File: config.mk
export PLATFORM = sky130hd
export DESIGN_NAME = pushbutton_power_supervisor
export DESIGN_NICKNAME = d
export VERILOG_FILES = /design/src/verilog/power_supervisor_pkg.sv /design/src/verilog/pin_sync.sv /design/src/verilog/reset_watchdog.sv /design/src/verilog/pushbutton_power_supervisor.sv
export VERILOG_INCLUDE_DIRS = /design/src /design/src/verilog
export SDC_FILE = /design/constraint.sdc
export NUM_CORES = 1
export LEC_CHECK = 0
export BUFFER_PORTS_ARGS = -buffer_cell sky130_fd_sc_hd__buf_2
export CAP_MARGIN = 20
export CORE_UTILIZATION = 35
export DETAILED_ROUTE_END_ITERATION = 6
export SYNTH_ARGS = -nofsm -noshare
export SYNTH_HDL_FRONTEND = slang
export SYNTH_SLANG_ARGS = --single-unit
File: constraint.sdc
create_clock -name i_sys_clk -period 4.1 [get_ports i_sys_clk]
set_input_delay 0 -clock i_sys_clk [delete_from_list [all_inputs] [get_ports i_sys_clk]]
set_output_delay 0 -clock i_sys_clk [all_outputs]
set_load 0.02 [all_outputs]
File: src/verilog/power_supervisor_defs.svh
// Timing constants and counter widths of the pushbutton power supervisor.
// Assumes a 100 MHz system clock; counts derive from times by integer expressions.
`ifndef POWER_SUPERVISOR_DEFS_SVH
`define POWER_SUPERVISOR_DEFS_SVH

`define CLK_PERIOD_NS 10
`define DEBOUNCE_TIME_MS 26
`define RESET_TIME_MS 200
`define WATCHDOG_TIME_MS 1600
`define BLANKING_TIME_MS 500
`define MS_CYCLES(ms) ((ms) * 1000000 / `CLK_PERIOD_NS)
`define DEBOUNCE_CYCLES `MS_CYCLES(`DEBOUNCE_TIME_MS)
`define RESET_CYCLES `MS_CYCLES(`RESET_TIME_MS)
`define WATCHDOG_CYCLES `MS_CYCLES(`WATCHDOG_TIME_MS)
`define BLANKING_CYCLES `MS_CYCLES(`BLANKING_TIME_MS)
`define COUNT_WIDTH 32
`define EXTRA_WIDTH 32

`endif

File: src/verilog/power_supervisor_pkg.sv
// Types shared by the pushbutton power supervisor design files.
// Assumes nothing beyond the defs header widths.
`include "power_supervisor_defs.svh"
package power_supervisor_pkg;

    typedef enum logic [2:0] {
        BTN_IDLE,
        BTN_FIXED,
        BTN_EXTRA,
        BTN_RELEASE
    } button_state_type;

    typedef enum logic [1:0] {
        WD_HOLD,
        WD_RELEASE,
        WD_RUN,
        WD_PULSE
    } reset_state_type;

    typedef struct packed {
        logic button_n;
        logic select_a;
        logic select_b;
        logic supply_sense;
        logic heartbeat_in;
        logic heartbeat_float;
        logic early_warn_in;
        logic kill_n;
    } pin_bundle_type;

endpackage : power_supervisor_pkg

File: src/verilog/pin_sync.sv
// Three-stage input synchroniser with agreement filter for asynchronous pins.
// Assumes pins are asynchronous to i_sys_clk; output changes when stages two and three agree.
module pin_sync #(
    parameter int WIDTH = 8,
    parameter logic [WIDTH-1:0] RESET_VALUE = '0
) (
    input wire logic i_sys_clk,
    input wire logic i_reset_n,
    input wire logic [WIDTH-1:0] i_pins,
    output logic [WIDTH-1:0] o_pins
);
    timeunit 1ns / 1ps;

    logic [WIDTH-1:0] stage1;
    logic [WIDTH-1:0] stage2;
    logic [WIDTH-1:0] stage3;

    always_ff @(posedge i_sys_clk or negedge i_reset_n) begin
        if (!i_reset_n) begin
            stage1 <= RESET_VALUE;
            stage2 <= RESET_VALUE;
            stage3 <= RESET_VALUE;
        end else begin
            stage1 <= i_pins;
            stage2 <= stage1;
            stage3 <= stage2;
        end
    end

    always_ff @(posedge i_sys_clk or negedge i_reset_n) begin
        if (!i_reset_n) begin
            o_pins <= RESET_VALUE;
        end else begin
            o_pins <= (stage2 & stage3) | (o_pins & (stage2 ^ stage3));
        end
    end

endmodule : pin_sync

File: src/verilog/reset_watchdog.sv
// Voltage-monitor reset generator with heartbeat watchdog.
// Assumes synchronised inputs on i_sys_clk.
`include "power_supervisor_defs.svh"
module reset_watchdog #(
    parameter int RESET_CYCLES = `RESET_CYCLES,
    parameter int WATCHDOG_CYCLES = `WATCHDOG_CYCLES
) (
    input wire logic i_sys_clk,
    input wire logic i_reset_n,
    input wire logic i_supply_sense,
    input wire logic i_heartbeat_in,
    input wire logic i_heartbeat_float,
    output logic o_sys_reset_n
);
    timeunit 1ns / 1ps;

    power_supervisor_pkg::reset_state_type state;
    logic [`COUNT_WIDTH-1:0] count;
    logic heartbeat_prev;
    logic heartbeat_edge;

    assign heartbeat_edge = i_heartbeat_in ^ heartbeat_prev;

    always_ff @(posedge i_sys_clk or negedge i_reset_n) begin
        if (!i_reset_n) begin
            heartbeat_prev <= 1'b0;
        end else begin
            heartbeat_prev <= i_heartbeat_in;
        end
    end

    always_ff @(posedge i_sys_clk or negedge i_reset_n) begin
        if (!i_reset_n) begin
            state <= power_supervisor_pkg::WD_HOLD;
            count <= '0;
        end else if (!i_supply_sense) begin
            state <= power_supervisor_pkg::WD_HOLD;
            count <= '0;
        end else begin
            case (state)
                power_supervisor_pkg::WD_HOLD: begin
                    if (count >= `COUNT_WIDTH'(RESET_CYCLES - 1)) begin
                        state <= power_supervisor_pkg::WD_RUN;
                        count <= '0;
                    end else begin
                        count <= count + 1'b1;
                    end
                end
                power_supervisor_pkg::WD_RUN, power_supervisor_pkg::WD_RELEASE: begin
                    if (i_heartbeat_float || heartbeat_edge) begin
                        state <= power_supervisor_pkg::WD_RUN;
                        count <= '0;
                    end else if (count >= `COUNT_WIDTH'(WATCHDOG_CYCLES - 1)) begin
                        state <= power_supervisor_pkg::WD_PULSE;
                        count <= '0;
                    end else begin
                        count <= count + 1'b1;
                    end
                end
                power_supervisor_pkg::WD_PULSE: begin
                    if (i_heartbeat_float || heartbeat_edge) begin
                        state <= power_supervisor_pkg::WD_RUN;
                        count <= '0;
                    end else if (count >= `COUNT_WIDTH'(RESET_CYCLES - 1)) begin
                        state <= power_supervisor_pkg::WD_RELEASE;
                        count <= '0;
                    end else begin
                        count <= count + 1'b1;
                    end
                end
                default: begin
                    state <= power_supervisor_pkg::WD_HOLD;
                    count <= '0;
                end
            endcase
        end
    end

    always_ff @(posedge i_sys_clk or negedge i_reset_n) begin
        if (!i_reset_n) begin
            o_sys_reset_n <= 1'b0;
        end else begin
            o_sys_reset_n <= i_supply_sense && (state == power_supervisor_pkg::WD_RUN ||
                             state == power_supervisor_pkg::WD_RELEASE);
        end
    end

endmodule : reset_watchdog

File: src/verilog/pushbutton_power_supervisor.sv
// Pushbutton on/off controller: debounce, mode pins, diode/converter enables, host alert, monitors.
// Assumes all pins asynchronous; open-drain outputs given as output enables, high while pulling low.
`include "power_supervisor_defs.svh"
module pushbutton_power_supervisor #(
    parameter int DEBOUNCE_CYCLES = `DEBOUNCE_CYCLES,
    parameter int RESET_CYCLES = `RESET_CYCLES,
    parameter int WATCHDOG_CYCLES = `WATCHDOG_CYCLES,
    parameter int BLANKING_CYCLES = `BLANKING_CYCLES,
    parameter int SHUTDOWN_CYCLES = 1000
) (
    input wire logic i_sys_clk,
    input wire logic i_reset_n,
    input wire logic i_button_in_n,
    input wire logic i_select_a,
    input wire logic i_select_b,
    input wire logic i_supply_sense,
    input wire logic i_heartbeat_in,
    input wire logic i_heartbeat_float,
    input wire logic i_early_warn_in,
    input wire logic i_kill_n,
    input wire logic [`EXTRA_WIDTH-1:0] i_turn_on_extra_delay,
    input wire logic [`EXTRA_WIDTH-1:0] i_shutdown_extra_delay,
    output logic o_diode_primary_en,
    output logic o_diode_secondary_en,
    output logic o_converter_en_oe,
    output logic o_host_alert_n_oe,
    output logic o_early_warn_out_n_oe,
    output logic o_sys_reset_n_oe,
    output logic o_power_on
);
    timeunit 1ns / 1ps;

    // ****************************************
    // Input synchronisation
    // ****************************************
    power_supervisor_pkg::pin_bundle_type raw_pins;
    power_supervisor_pkg::pin_bundle_type pins;
    logic sys_reset_n;

    assign raw_pins = '{button_n: i_button_in_n, select_a: i_select_a, select_b: i_select_b,
                        supply_sense: i_supply_sense, heartbeat_in: i_heartbeat_in,
                        heartbeat_float: i_heartbeat_float, early_warn_in: i_early_warn_in,
                        kill_n: i_kill_n};

    pin_sync #(
        .WIDTH(8),
        .RESET_VALUE(8'hE1)
    ) u_pin_sync (
        .i_sys_clk(i_sys_clk),
        .i_reset_n(i_reset_n),
        .i_pins(raw_pins),
        .o_pins(pins)
    );

    // ****************************************
    // Pushbutton debounce
    // ****************************************
    power_supervisor_pkg::button_state_type btn_state;
    logic [`COUNT_WIDTH-1:0] btn_count;
    logic power_state;
    logic push_on;
    logic push_off;
    logic alert_push;
    logic in_shutdown;
    logic [`COUNT_WIDTH-1:0] shut_count;
    logic select_b_prev;
    logic digital_on;
    logic digital_off;

    function automatic logic reached(input logic [`COUNT_WIDTH-1:0] count, input int limit);
        reached = count >= `COUNT_WIDTH'(limit - 1);
    endfunction : reached

    always_ff @(posedge i_sys_clk or negedge i_reset_n) begin
        if (!i_reset_n) begin
            btn_state <= power_supervisor_pkg::BTN_IDLE;
            btn_count <= '0;
        end else begin
            case (btn_state)
                power_supervisor_pkg::BTN_IDLE: begin
                    btn_count <= '0;
                    if (!pins.button_n && !in_shutdown) begin
                        btn_state <= power_supervisor_pkg::BTN_FIXED;
                    end
                end
                power_supervisor_pkg::BTN_FIXED: begin
                    if (pins.button_n) begin
                        btn_state <= power_supervisor_pkg::BTN_IDLE;
                    end else if (reached(btn_count, DEBOUNCE_CYCLES)) begin
                        btn_state <= power_supervisor_pkg::BTN_EXTRA;
                        btn_count <= '0;
                    end else begin
                        btn_count <= btn_count + 1'b1;
                    end
                end
                power_supervisor_pkg::BTN_EXTRA: begin
                    if (pins.button_n) begin
                        btn_state <= power_supervisor_pkg::BTN_IDLE;
                    end else if (btn_count >= (power_state ? i_shutdown_extra_delay
                                                           : i_turn_on_extra_delay)) begin
                        btn_state <= power_supervisor_pkg::BTN_RELEASE;
                        btn_count <= '0;
                    end else begin
                        btn_count <= btn_count + 1'b1;
                    end
                end
                power_supervisor_pkg::BTN_RELEASE: begin
                    if (!pins.button_n) begin
                        btn_count <= '0;
                    end else if (reached(btn_count, DEBOUNCE_CYCLES)) begin
                        btn_state <= power_supervisor_pkg::BTN_IDLE;
                        btn_count <= '0;
                    end else begin
                        btn_count <= btn_count + 1'b1;
                    end
                end
                default: begin
                    btn_state <= power_supervisor_pkg::BTN_IDLE;
                    btn_count <= '0;
                end
            endcase
        end
    end

    // Valid push ends the extra delay with button still down
    assign push_on = btn_state == power_supervisor_pkg::BTN_EXTRA && !pins.button_n && !power_state &&
                     btn_count >= i_turn_on_extra_delay;
    assign push_off = btn_state == power_supervisor_pkg::BTN_EXTRA && !pins.button_n && power_state &&
                      btn_count >= i_shutdown_extra_delay;
    assign alert_push = btn_state == power_supervisor_pkg::BTN_EXTRA && power_state;

    // ****************************************
    // Mode pin commands
    // ****************************************
    always_ff @(posedge i_sys_clk or negedge i_reset_n) begin
        if (!i_reset_n) begin
            select_b_prev <= 1'b1;
        end else begin
            select_b_prev <= pins.select_b;
        end
    end

    // Both mode pins high is button-only mode, so edges of select_b count only while select_a high alone
    // cannot be told apart; select_b tied to select_a never toggles, so edges stay harmless there
    assign digital_on = pins.select_a && pins.select_b && !select_b_prev;
    assign digital_off = pins.select_a && !pins.select_b && select_b_prev;

    // ****************************************
    // On/off state and shutdown sequence
    // ****************************************
    logic [`COUNT_WIDTH-1:0] blank_count;
    logic blanking;
    logic kill_off;

    always_ff @(posedge i_sys_clk or negedge i_reset_n) begin
        if (!i_reset_n) begin
            power_state <= 1'b0;
        end else if (push_on || (digital_on && !power_state)) begin
            power_state <= 1'b1;
        end else if (push_off || (digital_off && power_state) || kill_off) begin
            power_state <= 1'b0;
        end
    end

    always_ff @(posedge i_sys_clk or negedge i_reset_n) begin
        if (!i_reset_n) begin
            in_shutdown <= 1'b0;
            shut_count <= '0;
        end else if (power_state && (push_off || digital_off || kill_off)) begin
            in_shutdown <= 1'b1;
            shut_count <= '0;
        end else if (in_shutdown) begin
            if (reached(shut_count, SHUTDOWN_CYCLES)) begin
                in_shutdown <= 1'b0;
            end else begin
                shut_count <= shut_count + 1'b1;
            end
        end
    end

    always_ff @(posedge i_sys_clk or negedge i_reset_n) begin
        if (!i_reset_n) begin
            blanking <= 1'b0;
            blank_count <= '0;
        end else if (push_on || (digital_on && !power_state)) begin
            blanking <= 1'b1;
            blank_count <= '0;
        end else if (!power_state) begin
            blanking <= 1'b0;
            blank_count <= '0;
        end else if (blanking) begin
            if (reached(blank_count, BLANKING_CYCLES)) begin
                blanking <= 1'b0;
            end else begin
                blank_count <= blank_count + 1'b1;
            end
        end
    end

    assign kill_off = power_state && !blanking && !pins.kill_n && !in_shutdown;

    // ****************************************
    // Outputs
    // ****************************************
    logic powered;

    assign powered = power_state || in_shutdown;

    always_ff @(posedge i_sys_clk or negedge i_reset_n) begin
        if (!i_reset_n) begin
            o_diode_primary_en <= 1'b0;
            o_diode_secondary_en <= 1'b0;
            o_converter_en_oe <= 1'b1;
            o_power_on <= 1'b0;
        end else begin
            o_diode_primary_en <= powered;
            o_diode_secondary_en <= powered;
            o_converter_en_oe <= !powered;
            o_power_on <= power_state;
        end
    end

    always_ff @(posedge i_sys_clk or negedge i_reset_n) begin
        if (!i_reset_n) begin
            o_host_alert_n_oe <= 1'b0;
            o_early_warn_out_n_oe <= 1'b0;
        end else begin
            o_host_alert_n_oe <= alert_push || in_shutdown;
            o_early_warn_out_n_oe <= !pins.early_warn_in;
        end
    end

    reset_watchdog #(
        .RESET_CYCLES(RESET_CYCLES),
        .WATCHDOG_CYCLES(WATCHDOG_CYCLES)
    ) u_reset_watchdog (
        .i_sys_clk(i_sys_clk),
        .i_reset_n(i_reset_n),
        .i_supply_sense(pins.supply_sense),
        .i_heartbeat_in(pins.heartbeat_in),
        .i_heartbeat_float(pins.heartbeat_float),
        .o_sys_reset_n(sys_reset_n)
    );

    assign o_sys_reset_n_oe = !sys_reset_n;

endmodule : pushbutton_power_supervisor

### Word level (Yosys, flattened, before mapping)

Cells that the tools add are included.

* register bits: 176
* output and inout bits: 7
* word-level logic and storage cells: 148

* $lt $le $gt $ge: 8
* reduce and logical (&&, ||, !) cells: 47
* muxes and demuxes: 44
* add/sub/neg operators: 4
* bitwise gates (word level): 5
* equality and inequality tests: 19

Operators by type and width (number)
* two-way mux 32 bit: 18
* case mux 32 bit (3 select lines): 2
* adder 32 x 1 -> 32 bit, second input constant: 4
* >= comparator 32 bit: 3
* >= comparator 32 x 10 -> 1 bit, second input constant: 1
* >= comparator 32 x 22 -> 1 bit, second input constant: 1
* >= comparator 32 x 25 -> 1 bit, second input constant: 1
* >= comparator 32 x 26 -> 1 bit, second input constant: 1
* >= comparator 32 x 28 -> 1 bit, second input constant: 1
* two-way mux 3 bit: 7
* logical AND 1 bit: 18
* bitwise AND 8 bit: 2
* two-way mux 2 bit: 6
* case mux 3 bit (4 select lines): 1
* logical NOT 1 bit: 10
* != test 2 bit, second input constant: 5
* logical OR 1 bit: 9
* two-way mux 1 bit: 9
* != test 3 x 2 -> 1 bit, second input constant: 3
* != test 4 x 2 -> 1 bit, second input constant: 2
* OR 8 bit: 1
* bitwise XOR 8 bit: 1
* == test 3 x 2 -> 1 bit, second input constant: 2
* case mux 2 bit (3 select lines): 1
* 14 further kinds: 18

### Logic depth before layout (Yosys ltp)

Gate-level depths: netlist of run 1.

* word-level depth: 9
* depth in mapped cells: 12
* gate-level depth less buffers: 9

### Modules after synthesis

From an unflattened synthesis of run 1, not the netlist that was laid out.

* cell total of the unflattened synthesis: 1187
* area total of the unflattened synthesis: 11162.0 um^2

By module, submodules not included
* pushbutton_power_supervisor: cells an instance 922, sequential area each 2680.1 um^2, times used 1, area each 8049.0 um^2
* reset_watchdog: cells an instance 217, sequential area each 900.9 um^2, times used 1, area each 2132.0 um^2
* pin_sync: cells an instance 48, sequential area each 820.8 um^2, times used 1, area each 980.9 um^2

### Worst setup path after synthesis of run 1

Ideal clock, no wire load.

* path type: register to register
* start point: register power_state
* end point: register btn_count[4]
* period minus slack after synthesis: 3.214 ns
* stages on the path, launching flop included: 13
* data arrival time: 3.128 ns
* slack: 0.886 ns
* setup time: 0.087 ns
* buffers on the path: 3
* required time: 4.013 ns
* cell sequence: dfrtp_1 clkbuf_1 clkbuf_1 mux2i_1 ha_1 a21oi_1 o21ai_0 a2111oi_0 a31oi_1 nor4_2 clkbuf_1 o21ai_0 o211ai_1

* cells in the longest elaborated chain, start to end: 5

RTL lines
* from (decl): line pushbutton_power_supervisor.sv:60 `logic power_state;`
* from (signal assigned): line pushbutton_power_supervisor.sv:157 `power_state <= 1'b0;`
* from (signal assigned): line pushbutton_power_supervisor.sv:159 `power_state <= 1'b1;`
* from (signal assigned): line pushbutton_power_supervisor.sv:161 `power_state <= 1'b0;`
* two-way mux 32 bit: line pushbutton_power_supervisor.sv:99 `end else if (btn_count >= (power_state ? i_shutdown_extra_delay`
* >= comparator 32 bit: line pushbutton_power_supervisor.sv:99
* two-way mux 32 bit: line pushbutton_power_supervisor.sv:99
* two-way mux 32 bit: line pushbutton_power_supervisor.sv:97 `if (pins.button_n) begin`
* case mux 32 bit (3 select lines): line pushbutton_power_supervisor.sv:79 `case (btn_state)`
* to (signal assigned): line pushbutton_power_supervisor.sv:93 `btn_count <= btn_count + 1'b1;`
* to (signal assigned): line pushbutton_power_supervisor.sv:104 `btn_count <= btn_count + 1'b1;`
* to (signal assigned): line pushbutton_power_supervisor.sv:114 `btn_count <= btn_count + 1'b1;`
* to (decl): line pushbutton_power_supervisor.sv:59 `` logic [`COUNT_WIDTH-1:0] btn_count; ``

Every way passes these cells. The select of a mux whose other input is x is not followed.
A chain may end at the register's enable or synchronous reset.

### Worst setup path in the final report of run 1

* start point: register power_state
* end point: register btn_count[22]

Same word-level chain as after synthesis.

==> impl_metrics.ini, run 1 <==
[clock_tree]
clk_transition_reported_paths_ns = 0.08
clock_tree.buffer_depth = 2
cts-hold-fix-buffers = 9
clock_tree.root_cell = sky130_fd_sc_hd__clkbuf_16
cts.sink_count = 175
cts_bufs_inserted = 17
clock_tree.htree_level_count = 4
clkLatencyLatePin_ns = 0.44
post_cts.resized_instances = 0
cts_tree = yes
cts_post_setup_buffers_inserted = 0

[final_layout]
layout.cells.most_common = sky130_fd_sc_hd__dfrtp_1
layout.core_utilization_pct = 41.5
fillers = 2895
antennaDiodeCount = 0
flow.area_growth_from_synthesis_pct = 15.5
sequential_cell_area_um2 = 4400
nNetsFinal = 1423
layout.cells.most_common_list = sky130_fd_sc_hd__dfrtp_1 (156), sky130_fd_sc_hd__nand2_1 (118), sky130_fd_sc_hd__ha_1 (111), sky130_fd_sc_hd__nor2_1 (93), sky130_fd_sc_hd__inv_1 (82)
layout.cell_area.non_filler_um2 = 12400
drive_gt1_share_pct = 14.1
multi_input_comb_area_um2 = 5870

[global_route]
first_global_vias = 8098
grt_first_pass_wirelength_um = 42000
global_route.overflow_total = 0
grt.met1_usage_pct = 24.0
globalRoute.busiestLayer = met2
largest_net_degree_at_the_start_of_global_routing = 100
track_usage_pct = 16.7
globalRouteMet2Util_pct = 26.2
grt_antenna_before_repair = 0
globalRouteMet3Util_pct = 2.43

[setup_path]
critPathKind = register to register
critical_path.endpoint_type = register
critPathLaunchType = register
worst_path_maximum_fanout = 17
timing.critical_path.required_ns = 4.47
cp.arrival_ns = 3.73

[placement]
buffer_ports.inserted = 80
gpl.final_weighted_congestion = 0.878
post_placement_cell_area_um2 = 11600
hpwl_um = 18000

[yosys]
avgSynthCellArea_um2 = 9.38
syn-cell-area_um2 = 10700
yosys_most_used_dff = sky130_fd_sc_hd__dfrtp_1
yosysWarningCount = 0
syn-instance-count = 1143
ys_async_sr_fraction_pct = 100
synth.ff_latch_count = 175
sequential_share_of_the_synthesized_area_pct = 41.1
synth-edff-count = 0
ys_types = 70

[detailed_routing]
drt_wl_total_um = 24700
post_drt_wl_per_cell_um = 15.0
dr_total_vias = 8372
drt-initial-drc-count = 478
vias_per_cell = 5.10
route.detailed.drc = 0
drtAntennaViolNets = 0
first_pass_iters = 5

[pwr]
power_frac_comb_pct = 15.2
p_sw_share_pct = 29.4
power.static_leakage_nw = 6.10
design_power_total_w = 0.00429
irDropWorstVdd_mv = 0.328
power.internal_w = 0.00303
power_per_cell_area_nw_per_um2 = 346
clkPwrFrac_pct = 40.7
sequentialPowerShare_pct = 44.2
p_switching_w = 0.00126

[min_path]
hp-class = input port to register

[sta]
timing.max_slew.rel_slack_pct = 40.0
rsz0062_at_grt = false
timing.fmax_mhz = 297
final.min_clock_period_ns = 3.37
final_max_slew_viol_count = 0
clock-skew-final_ns = 0.0250
final.setup.tns_ns = 0
finalCritPeriodShare_pct = 82.1
hold_viol = 0
transition_time_at_the_pin_with_the_least_slew_margin_ns = 0.900
finalSetupViolCount = 0

[floorplan]
fp-row-count = 63
dieArea_um2 = 31300
die_h_um = 177
ios = 81
floorplan.die.width_um = 177
start_util_pct = 35.9
design.core.area_um2 = 29900

[flow_run]
maxCapViolCount = 0

[outcome]
status = complete, no violations
final cells by class:
| type | instances | share of cell area (%) |
|---|---|---|
| sequential | 175 | 35.6 |
| clock inverter | 15 | 1.72 |
| tap | 390 | 3.94 |
| clock buffer | 17 | 3.44 |
| inverter | 84 | 2.55 |
| timing repair buffer | 105 | 5.45 |
| multi-input combinational | 855 | 47.4 |
kinds of logic (layout without fill, tap and decap cells):
group                    Yosys count  after routing  synth area share, %
XOR/XNOR                          53             53                 4.33
multiplexers                      36             36                 3.38
adder cells (fa/ha/maj)          111            111                 13.0
other                              1              4               0.0350
buffers and inverters            116            221                 4.48
AO/OA/AOI/OAI                    184            184                 11.3
flip-flops                       175            175                 41.1
AND/OR/NAND/NOR                  467            467                 22.4
power by group through the flow:
stage               logic (W)  clock network (W)  registers [W]
CTS                  0.000652            0.00179        0.00189
finish               0.000650            0.00174        0.00189
floorplan            0.000453                  0        0.00188
global placement     0.000621                  0        0.00192
global route         0.000736            0.00186        0.00190
detailed placement   0.000641                  0        0.00193
path summary, 6_finish.rpt:
check                           cells after the start                              to                           start  slack [ns]
worst max-delay path                               11       btn_count[22]$_DFFE_PN0P_         power_state$_DFFE_PN0P_        0.73
worst min-delay path                                2  u_pin_sync.stage1[2]$_DFF_PN0_               i_heartbeat_float        0.20
worst max register to register                     11       btn_count[22]$_DFFE_PN0P_         power_state$_DFFE_PN0P_        0.73
worst min register to register                      0  u_pin_sync.stage2[2]$_DFF_PN0_  u_pin_sync.stage1[2]$_DFF_PN0_        0.35
max in group asynchronous                           3  u_pin_sync.stage3[0]$_DFF_PN1_                       i_reset_n        2.87
min in group asynchronous                           2      shut_count[10]$_DFFE_PN0P_                       i_reset_n        0.24
registers in the layout, indices dropped and copies added (netlist names), 2 cells and up:
register                flops
blank_count                32
btn_count                  32
shut_count                 32
u_reset_watchdog.count     32
u_pin_sync.o_pins           8
u_pin_sync.stage1           8
u_pin_sync.stage2           8
u_pin_sync.stage3           8
btn_state                   2
u_reset_watchdog.state      2
per-stage QoR:
step                setup slack [ns]  hold WS, ns  cells
floorplan                      0.886       -0.296   1146
global placement               0.742        0.106   1598
detailed placement             0.730        0.106   1599
CTS                            0.734        0.184   1640
global route                   0.429        0.190   1641
finish                         0.734        0.198   1641
layer usage:
layer  routed length [um]  share of wire [%]  vias up
met5                    0                  0        -
met4                  241               0.98        0
met3                  931                3.8       14
met2                11300                 46      156
met1                12200                 49     3971
li1                     -                  -     4231
critical path, stage by stage, from the launching register on:
cell,delay [ns]
sky130_fd_sc_hd__dfrtp_2,0.70
sky130_fd_sc_hd__buf_12,0.24
sky130_fd_sc_hd__mux2i_1,0.22
sky130_fd_sc_hd__ha_1,0.27
sky130_fd_sc_hd__a21oi_1,0.14
sky130_fd_sc_hd__nor2_1,0.05
sky130_fd_sc_hd__a2111oi_0,0.44
sky130_fd_sc_hd__a31oi_1,0.28
sky130_fd_sc_hd__nor4_4,0.47
sky130_fd_sc_hd__buf_4,0.29
sky130_fd_sc_hd__o22ai_1,0.11
sky130_fd_sc_hd__nand2_1,0.07
Yosys cell counts (2+ instances only):
| library cell | instances | area (um2) |
|---|---|---|
| sky130_fd_sc_hd__o21a_1 | 12 | 90.1 |
| sky130_fd_sc_hd__a2111oi_0 | 4 | 35.0 |
| sky130_fd_sc_hd__clkbuf_1 | 22 | 82.6 |
| sky130_fd_sc_hd__and2_1 | 27 | 169 |
| sky130_fd_sc_hd__inv_1 | 82 | 308 |
| sky130_fd_sc_hd__a21oi_1 | 38 | 190 |
| sky130_fd_sc_hd__or3_1 | 6 | 37.5 |
| sky130_fd_sc_hd__nor2_1 | 93 | 349 |
| sky130_fd_sc_hd__and4_1 | 5 | 43.8 |
| sky130_fd_sc_hd__nand2_1 | 118 | 443 |
| sky130_fd_sc_hd__nand4_1 | 35 | 219 |
| sky130_fd_sc_hd__xnor2_1 | 21 | 184 |
| sky130_fd_sc_hd__nor3_2 | 19 | 190 |
| sky130_fd_sc_hd__nor3_1 | 34 | 170 |
| sky130_fd_sc_hd__xor2_1 | 32 | 280 |
| sky130_fd_sc_hd__nor4_1 | 15 | 93.8 |
| sky130_fd_sc_hd__a211oi_1 | 8 | 60.1 |
| sky130_fd_sc_hd__a21o_1 | 25 | 188 |
| sky130_fd_sc_hd__nor2b_1 | 27 | 169 |
| sky130_fd_sc_hd__nand3_1 | 46 | 230 |
| sky130_fd_sc_hd__ha_1 | 111 | 1390 |
| sky130_fd_sc_hd__clkinv_1 | 2 | 7.51 |
| sky130_fd_sc_hd__o21ai_0 | 35 | 175 |
| sky130_fd_sc_hd__o31ai_1 | 3 | 22.5 |
| sky130_fd_sc_hd__o22ai_1 | 27 | 169 |
| sky130_fd_sc_hd__mux2i_1 | 34 | 340 |
| sky130_fd_sc_hd__a41oi_1 | 3 | 26.3 |
| sky130_fd_sc_hd__nand3b_1 | 2 | 15.0 |
| sky130_fd_sc_hd__dfstp_2 | 18 | 473 |
| sky130_fd_sc_hd__o31a_1 | 3 | 26.3 |
| sky130_fd_sc_hd__dfrtp_1 | 157 | 3930 |
| sky130_fd_sc_hd__o211ai_1 | 3 | 22.5 |
| sky130_fd_sc_hd__or4_1 | 4 | 30.0 |
| sky130_fd_sc_hd__nor3b_1 | 2 | 15.0 |
| sky130_fd_sc_hd__nor4b_1 | 3 | 26.3 |
| sky130_fd_sc_hd__mux2_2 | 2 | 22.5 |
| sky130_fd_sc_hd__nand2b_1 | 5 | 31.3 |
| sky130_fd_sc_hd__buf_6 | 5 | 56.3 |
| sky130_fd_sc_hd__or2_2 | 3 | 18.8 |
| sky130_fd_sc_hd__a31oi_1 | 2 | 12.5 |
| sky130_fd_sc_hd__buf_2 | 3 | 15.0 |
| sky130_fd_sc_hd__and3_1 | 19 | 119 |
No activity file was read; power rests on OpenSTA's default activity.
==> run 2, diff against run 1 <==
ABC_AREA = 1   (was not set)
clock period = 3.2 ns   (was 4.1 ns; I/O delays follow)
==> impl_metrics.ini, run 2 <==
[final_layout]
fillers = 3289
fin_cells = 2009
flow.area_growth_from_synthesis_pct = 14.0
layout.cell_area.non_filler_um2 = 13000
sequential_cell_area_um2 = 4400
layout.cells.most_common_list = sky130_fd_sc_hd__nand2_1 (322), sky130_fd_sc_hd__inv_1 (202), sky130_fd_sc_hd__nor2_1 (161), sky130_fd_sc_hd__dfrtp_1 (156), sky130_fd_sc_hd__ha_1 (111)
nNetsFinal = 1746
layout.cells.most_common = sky130_fd_sc_hd__nand2_1
drive_gt1_share_pct = 10.5
multi_input_comb_area_um2 = 6090
antennaDiodeCount = 0

[sta]
hold_viol = 0
final_max_slew_viol_count = 0
clock-skew-final_ns = 0.0167
rsz0062_at_grt = false
timing.max_slew.rel_slack_pct = 50.7
timing.fmax_mhz = 372
final.setup.tns_ns = 0
final.min_clock_period_ns = 2.69
transition_time_at_the_pin_with_the_least_slew_margin_ns = 0.737
finalSetupViolCount = 0
finalCritPeriodShare_pct = 84.1

[setup_path]
crit_chain = buf_12, o21ai_0, ha_1, a21oi_1, nor2_1, nor3b_1, nand2_1, nor2_1, nand3_1, nand2_1, nand2_1, buf_4, o21ai_0
timing.critical_path.slowest_stage_cell = sky130_fd_sc_hd__dfrtp_2
critical_path.endpoint_type = register
slowest_delay_ns = 0.42
worst_path_maximum_fanout = 49
timing.critical_path.required_ns = 3.54
critical-path-top-cell-by-count = sky130_fd_sc_hd__nand2_1
critPathLaunchType = register
cp.arrival_ns = 3.03
critPathKind = register to register

[global_route]
grt_first_pass_wirelength_um = 44500
grt_antenna_before_repair = 0
track_usage_pct = 16.3
first_global_vias = 9315
largest_net_degree_at_the_start_of_global_routing = 75
global_route.overflow_total = 0

[yosys]
syn-instance-count = 1467
dominant_cell_by_count_in_the_synthesized_netlist = sky130_fd_sc_hd__nand2_1
most_area_hungry_cell_type_in_the_yosys_netlist = sky130_fd_sc_hd__dfrtp_1
yosys_most_used_dff = sky130_fd_sc_hd__dfrtp_1
ys_types = 46
syn-cell-area_um2 = 11400
post_synth_most_frequent_cells = sky130_fd_sc_hd__nand2_1 (322), sky130_fd_sc_hd__inv_1 (202), sky130_fd_sc_hd__nor2_1 (161), sky130_fd_sc_hd__dfrtp_1 (157), sky130_fd_sc_hd__ha_1 (111)
synth-edff-count = 0
yosys-top-cells-area = sky130_fd_sc_hd__dfrtp_1 (34%), sky130_fd_sc_hd__ha_1 (12%), sky130_fd_sc_hd__nand2_1 (11%), sky130_fd_sc_hd__inv_1 (6.7%), sky130_fd_sc_hd__nor2_1 (5.3%)
sequential_share_of_the_synthesized_area_pct = 38.6
ys_async_sr_fraction_pct = 100
synth.ff_latch_count = 175
yosysWarningCount = 0
post-synth-top-area-fraction_pct = 34.5
avgSynthCellArea_um2 = 7.77

[clock_tree]
clock_tree.buffer_depth = 2
cts_bufs_inserted = 17
clock_tree.root_cell = sky130_fd_sc_hd__clkbuf_16
cts_post_setup_buffers_inserted = 0
cts_tree = yes
cts.sink_count = 175
clock_tree.htree_level_count = 4
clk_transition_reported_paths_ns = 0.07
clkLatencyLatePin_ns = 0.44

[detailed_routing]
drtAntennaViolNets = 0
post_drt_wl_per_cell_um = 12.8
drt_wl_total_um = 25700
first_pass_iters = 7
dr_total_vias = 9656
drt-initial-drc-count = 601
vias_per_cell = 4.81
route.detailed.drc = 0

[floorplan]
dieArea_um2 = 33300
die_h_um = 182
floorplan.die.width_um = 182
fp-row-count = 65
ios = 81
start_util_pct = 35.8
design.core.area_um2 = 31800

[placement]
gpl.final_weighted_congestion = 0.867
buffer_ports.inserted = 80
hpwl_um = 19500
post_placement_cell_area_um2 = 12300
numPlacedInstances = 1968

[pwr]
power.static_leakage_nw = 6.18
irDropWorstVdd_mv = 0.358
design_power_total_w = 0.00551
power_per_cell_area_nw_per_um2 = 424

[flow_run]
maxCapViolCount = 0

[min_path]
hp-class = input port to asynchronous set/reset pin

[outcome]
status = complete, no violations
run 2: changes by cell type after synthesis, sizes merged, moves of 15 or more:
cell,delta
xor2,+25
and3,-18
nand3,+24
a21oi,+16
inv,+122
mux2i,-34
nand2,+207
nor2b,-26
a21o,-15
o22ai,-26
and2,-27
nor2,+74
o21ai,+77
run 2: path summary, 6_finish.rpt:
| path | from | end | slack (ns) | cells after the start |
|---|---|---|---|---|
| max | power_state$_DFFE_PN0P_ | btn_count[14]$_DFFE_PN0P_ | 0.51 | 13 |
| min | i_reset_n | blank_count[5]$_DFFE_PN0P_ | 0.17 | 2 |
| max in group asynchronous | i_reset_n | u_pin_sync.stage1[0]$_DFF_PN1_ | 2.10 | 3 |
| min in group i_sys_clk | i_heartbeat_float | u_pin_sync.stage1[2]$_DFF_PN0_ | 0.21 | 2 |
| max reg2reg | power_state$_DFFE_PN0P_ | btn_count[14]$_DFFE_PN0P_ | 0.51 | 13 |
| min reg2reg | u_pin_sync.stage1[1]$_DFF_PN0_ | u_pin_sync.stage2[1]$_DFF_PN0_ | 0.35 | 0 |
run 2: cell type report:
| class | instances | area share [%] |
|---|---|---|
| Multi-Input combinational cell | 1064 | 46.9 |
| Sequential cell | 175 | 33.9 |
| Clock buffer | 17 | 3.27 |
| Tap cell | 435 | 4.19 |
| Timing Repair Buffer | 99 | 4.59 |
| Inverter | 204 | 5.89 |
| Clock inverter | 15 | 1.31 |
run 2: power breakdown:
part	switching [W]	total, W	leakage [nW]	internal, W
combinational	0.000654	0.00102	3.60	0.000367
sequential	0.0000815	0.00241	2.30	0.00233
clock	0.000973	0.00208	0.287	0.00111
total	0.00171	0.00551	6.18	0.00380
run 2: per-stage QoR:
step | hold WS, ns | setup slack (ns) | util [%]
CTS | 0.190 | 0.545 | 40.9
detailed placement | 0.0735 | 0.569 | 38.7
finish | 0.169 | 0.509 | 40.9
floorplan | -0.296 | 0.461 | -
global route | 0.196 | 0.206 | 40.9
global placement | 0.0689 | 0.664 | 38.7
run 2: cells by family after synthesis:
group,count (synthesis),share of synthesized area (%)
compound gates,197,9.41
xor+xnor,75,5.76
fa+ha+maj,111,12.2
buf+inv,231,8.08
flops,175,38.6
other cells,1,0.0329
simple gates,677,25.9
run 2: critical path: cells and delay by family, from the launching register on:
family	cells	cell delay, ns
buffers and inverters	2	0.39
AND/OR/NAND/NOR	7	0.97
flip-flops	1	0.42
AO/OA/AOI/OAI	3	0.54
adder cells (fa/ha/maj)	1	0.27
run 2: layer usage:
metal	part of all wire (%)	routed length (um)	up-vias	track usage, %
met5	0	0	-	0
li1	-	-	4965	-
met4	2.1	550	0	5.38
met3	3.3	848	35	2.47
met1	49	12500	4464	22.0
met2	46	11700	192	26.6
run 2: repair_timing:
action,CTS,global route
hold buffers,9,0
resized for setup,0,0
endpoints found under the hold margin,74,0
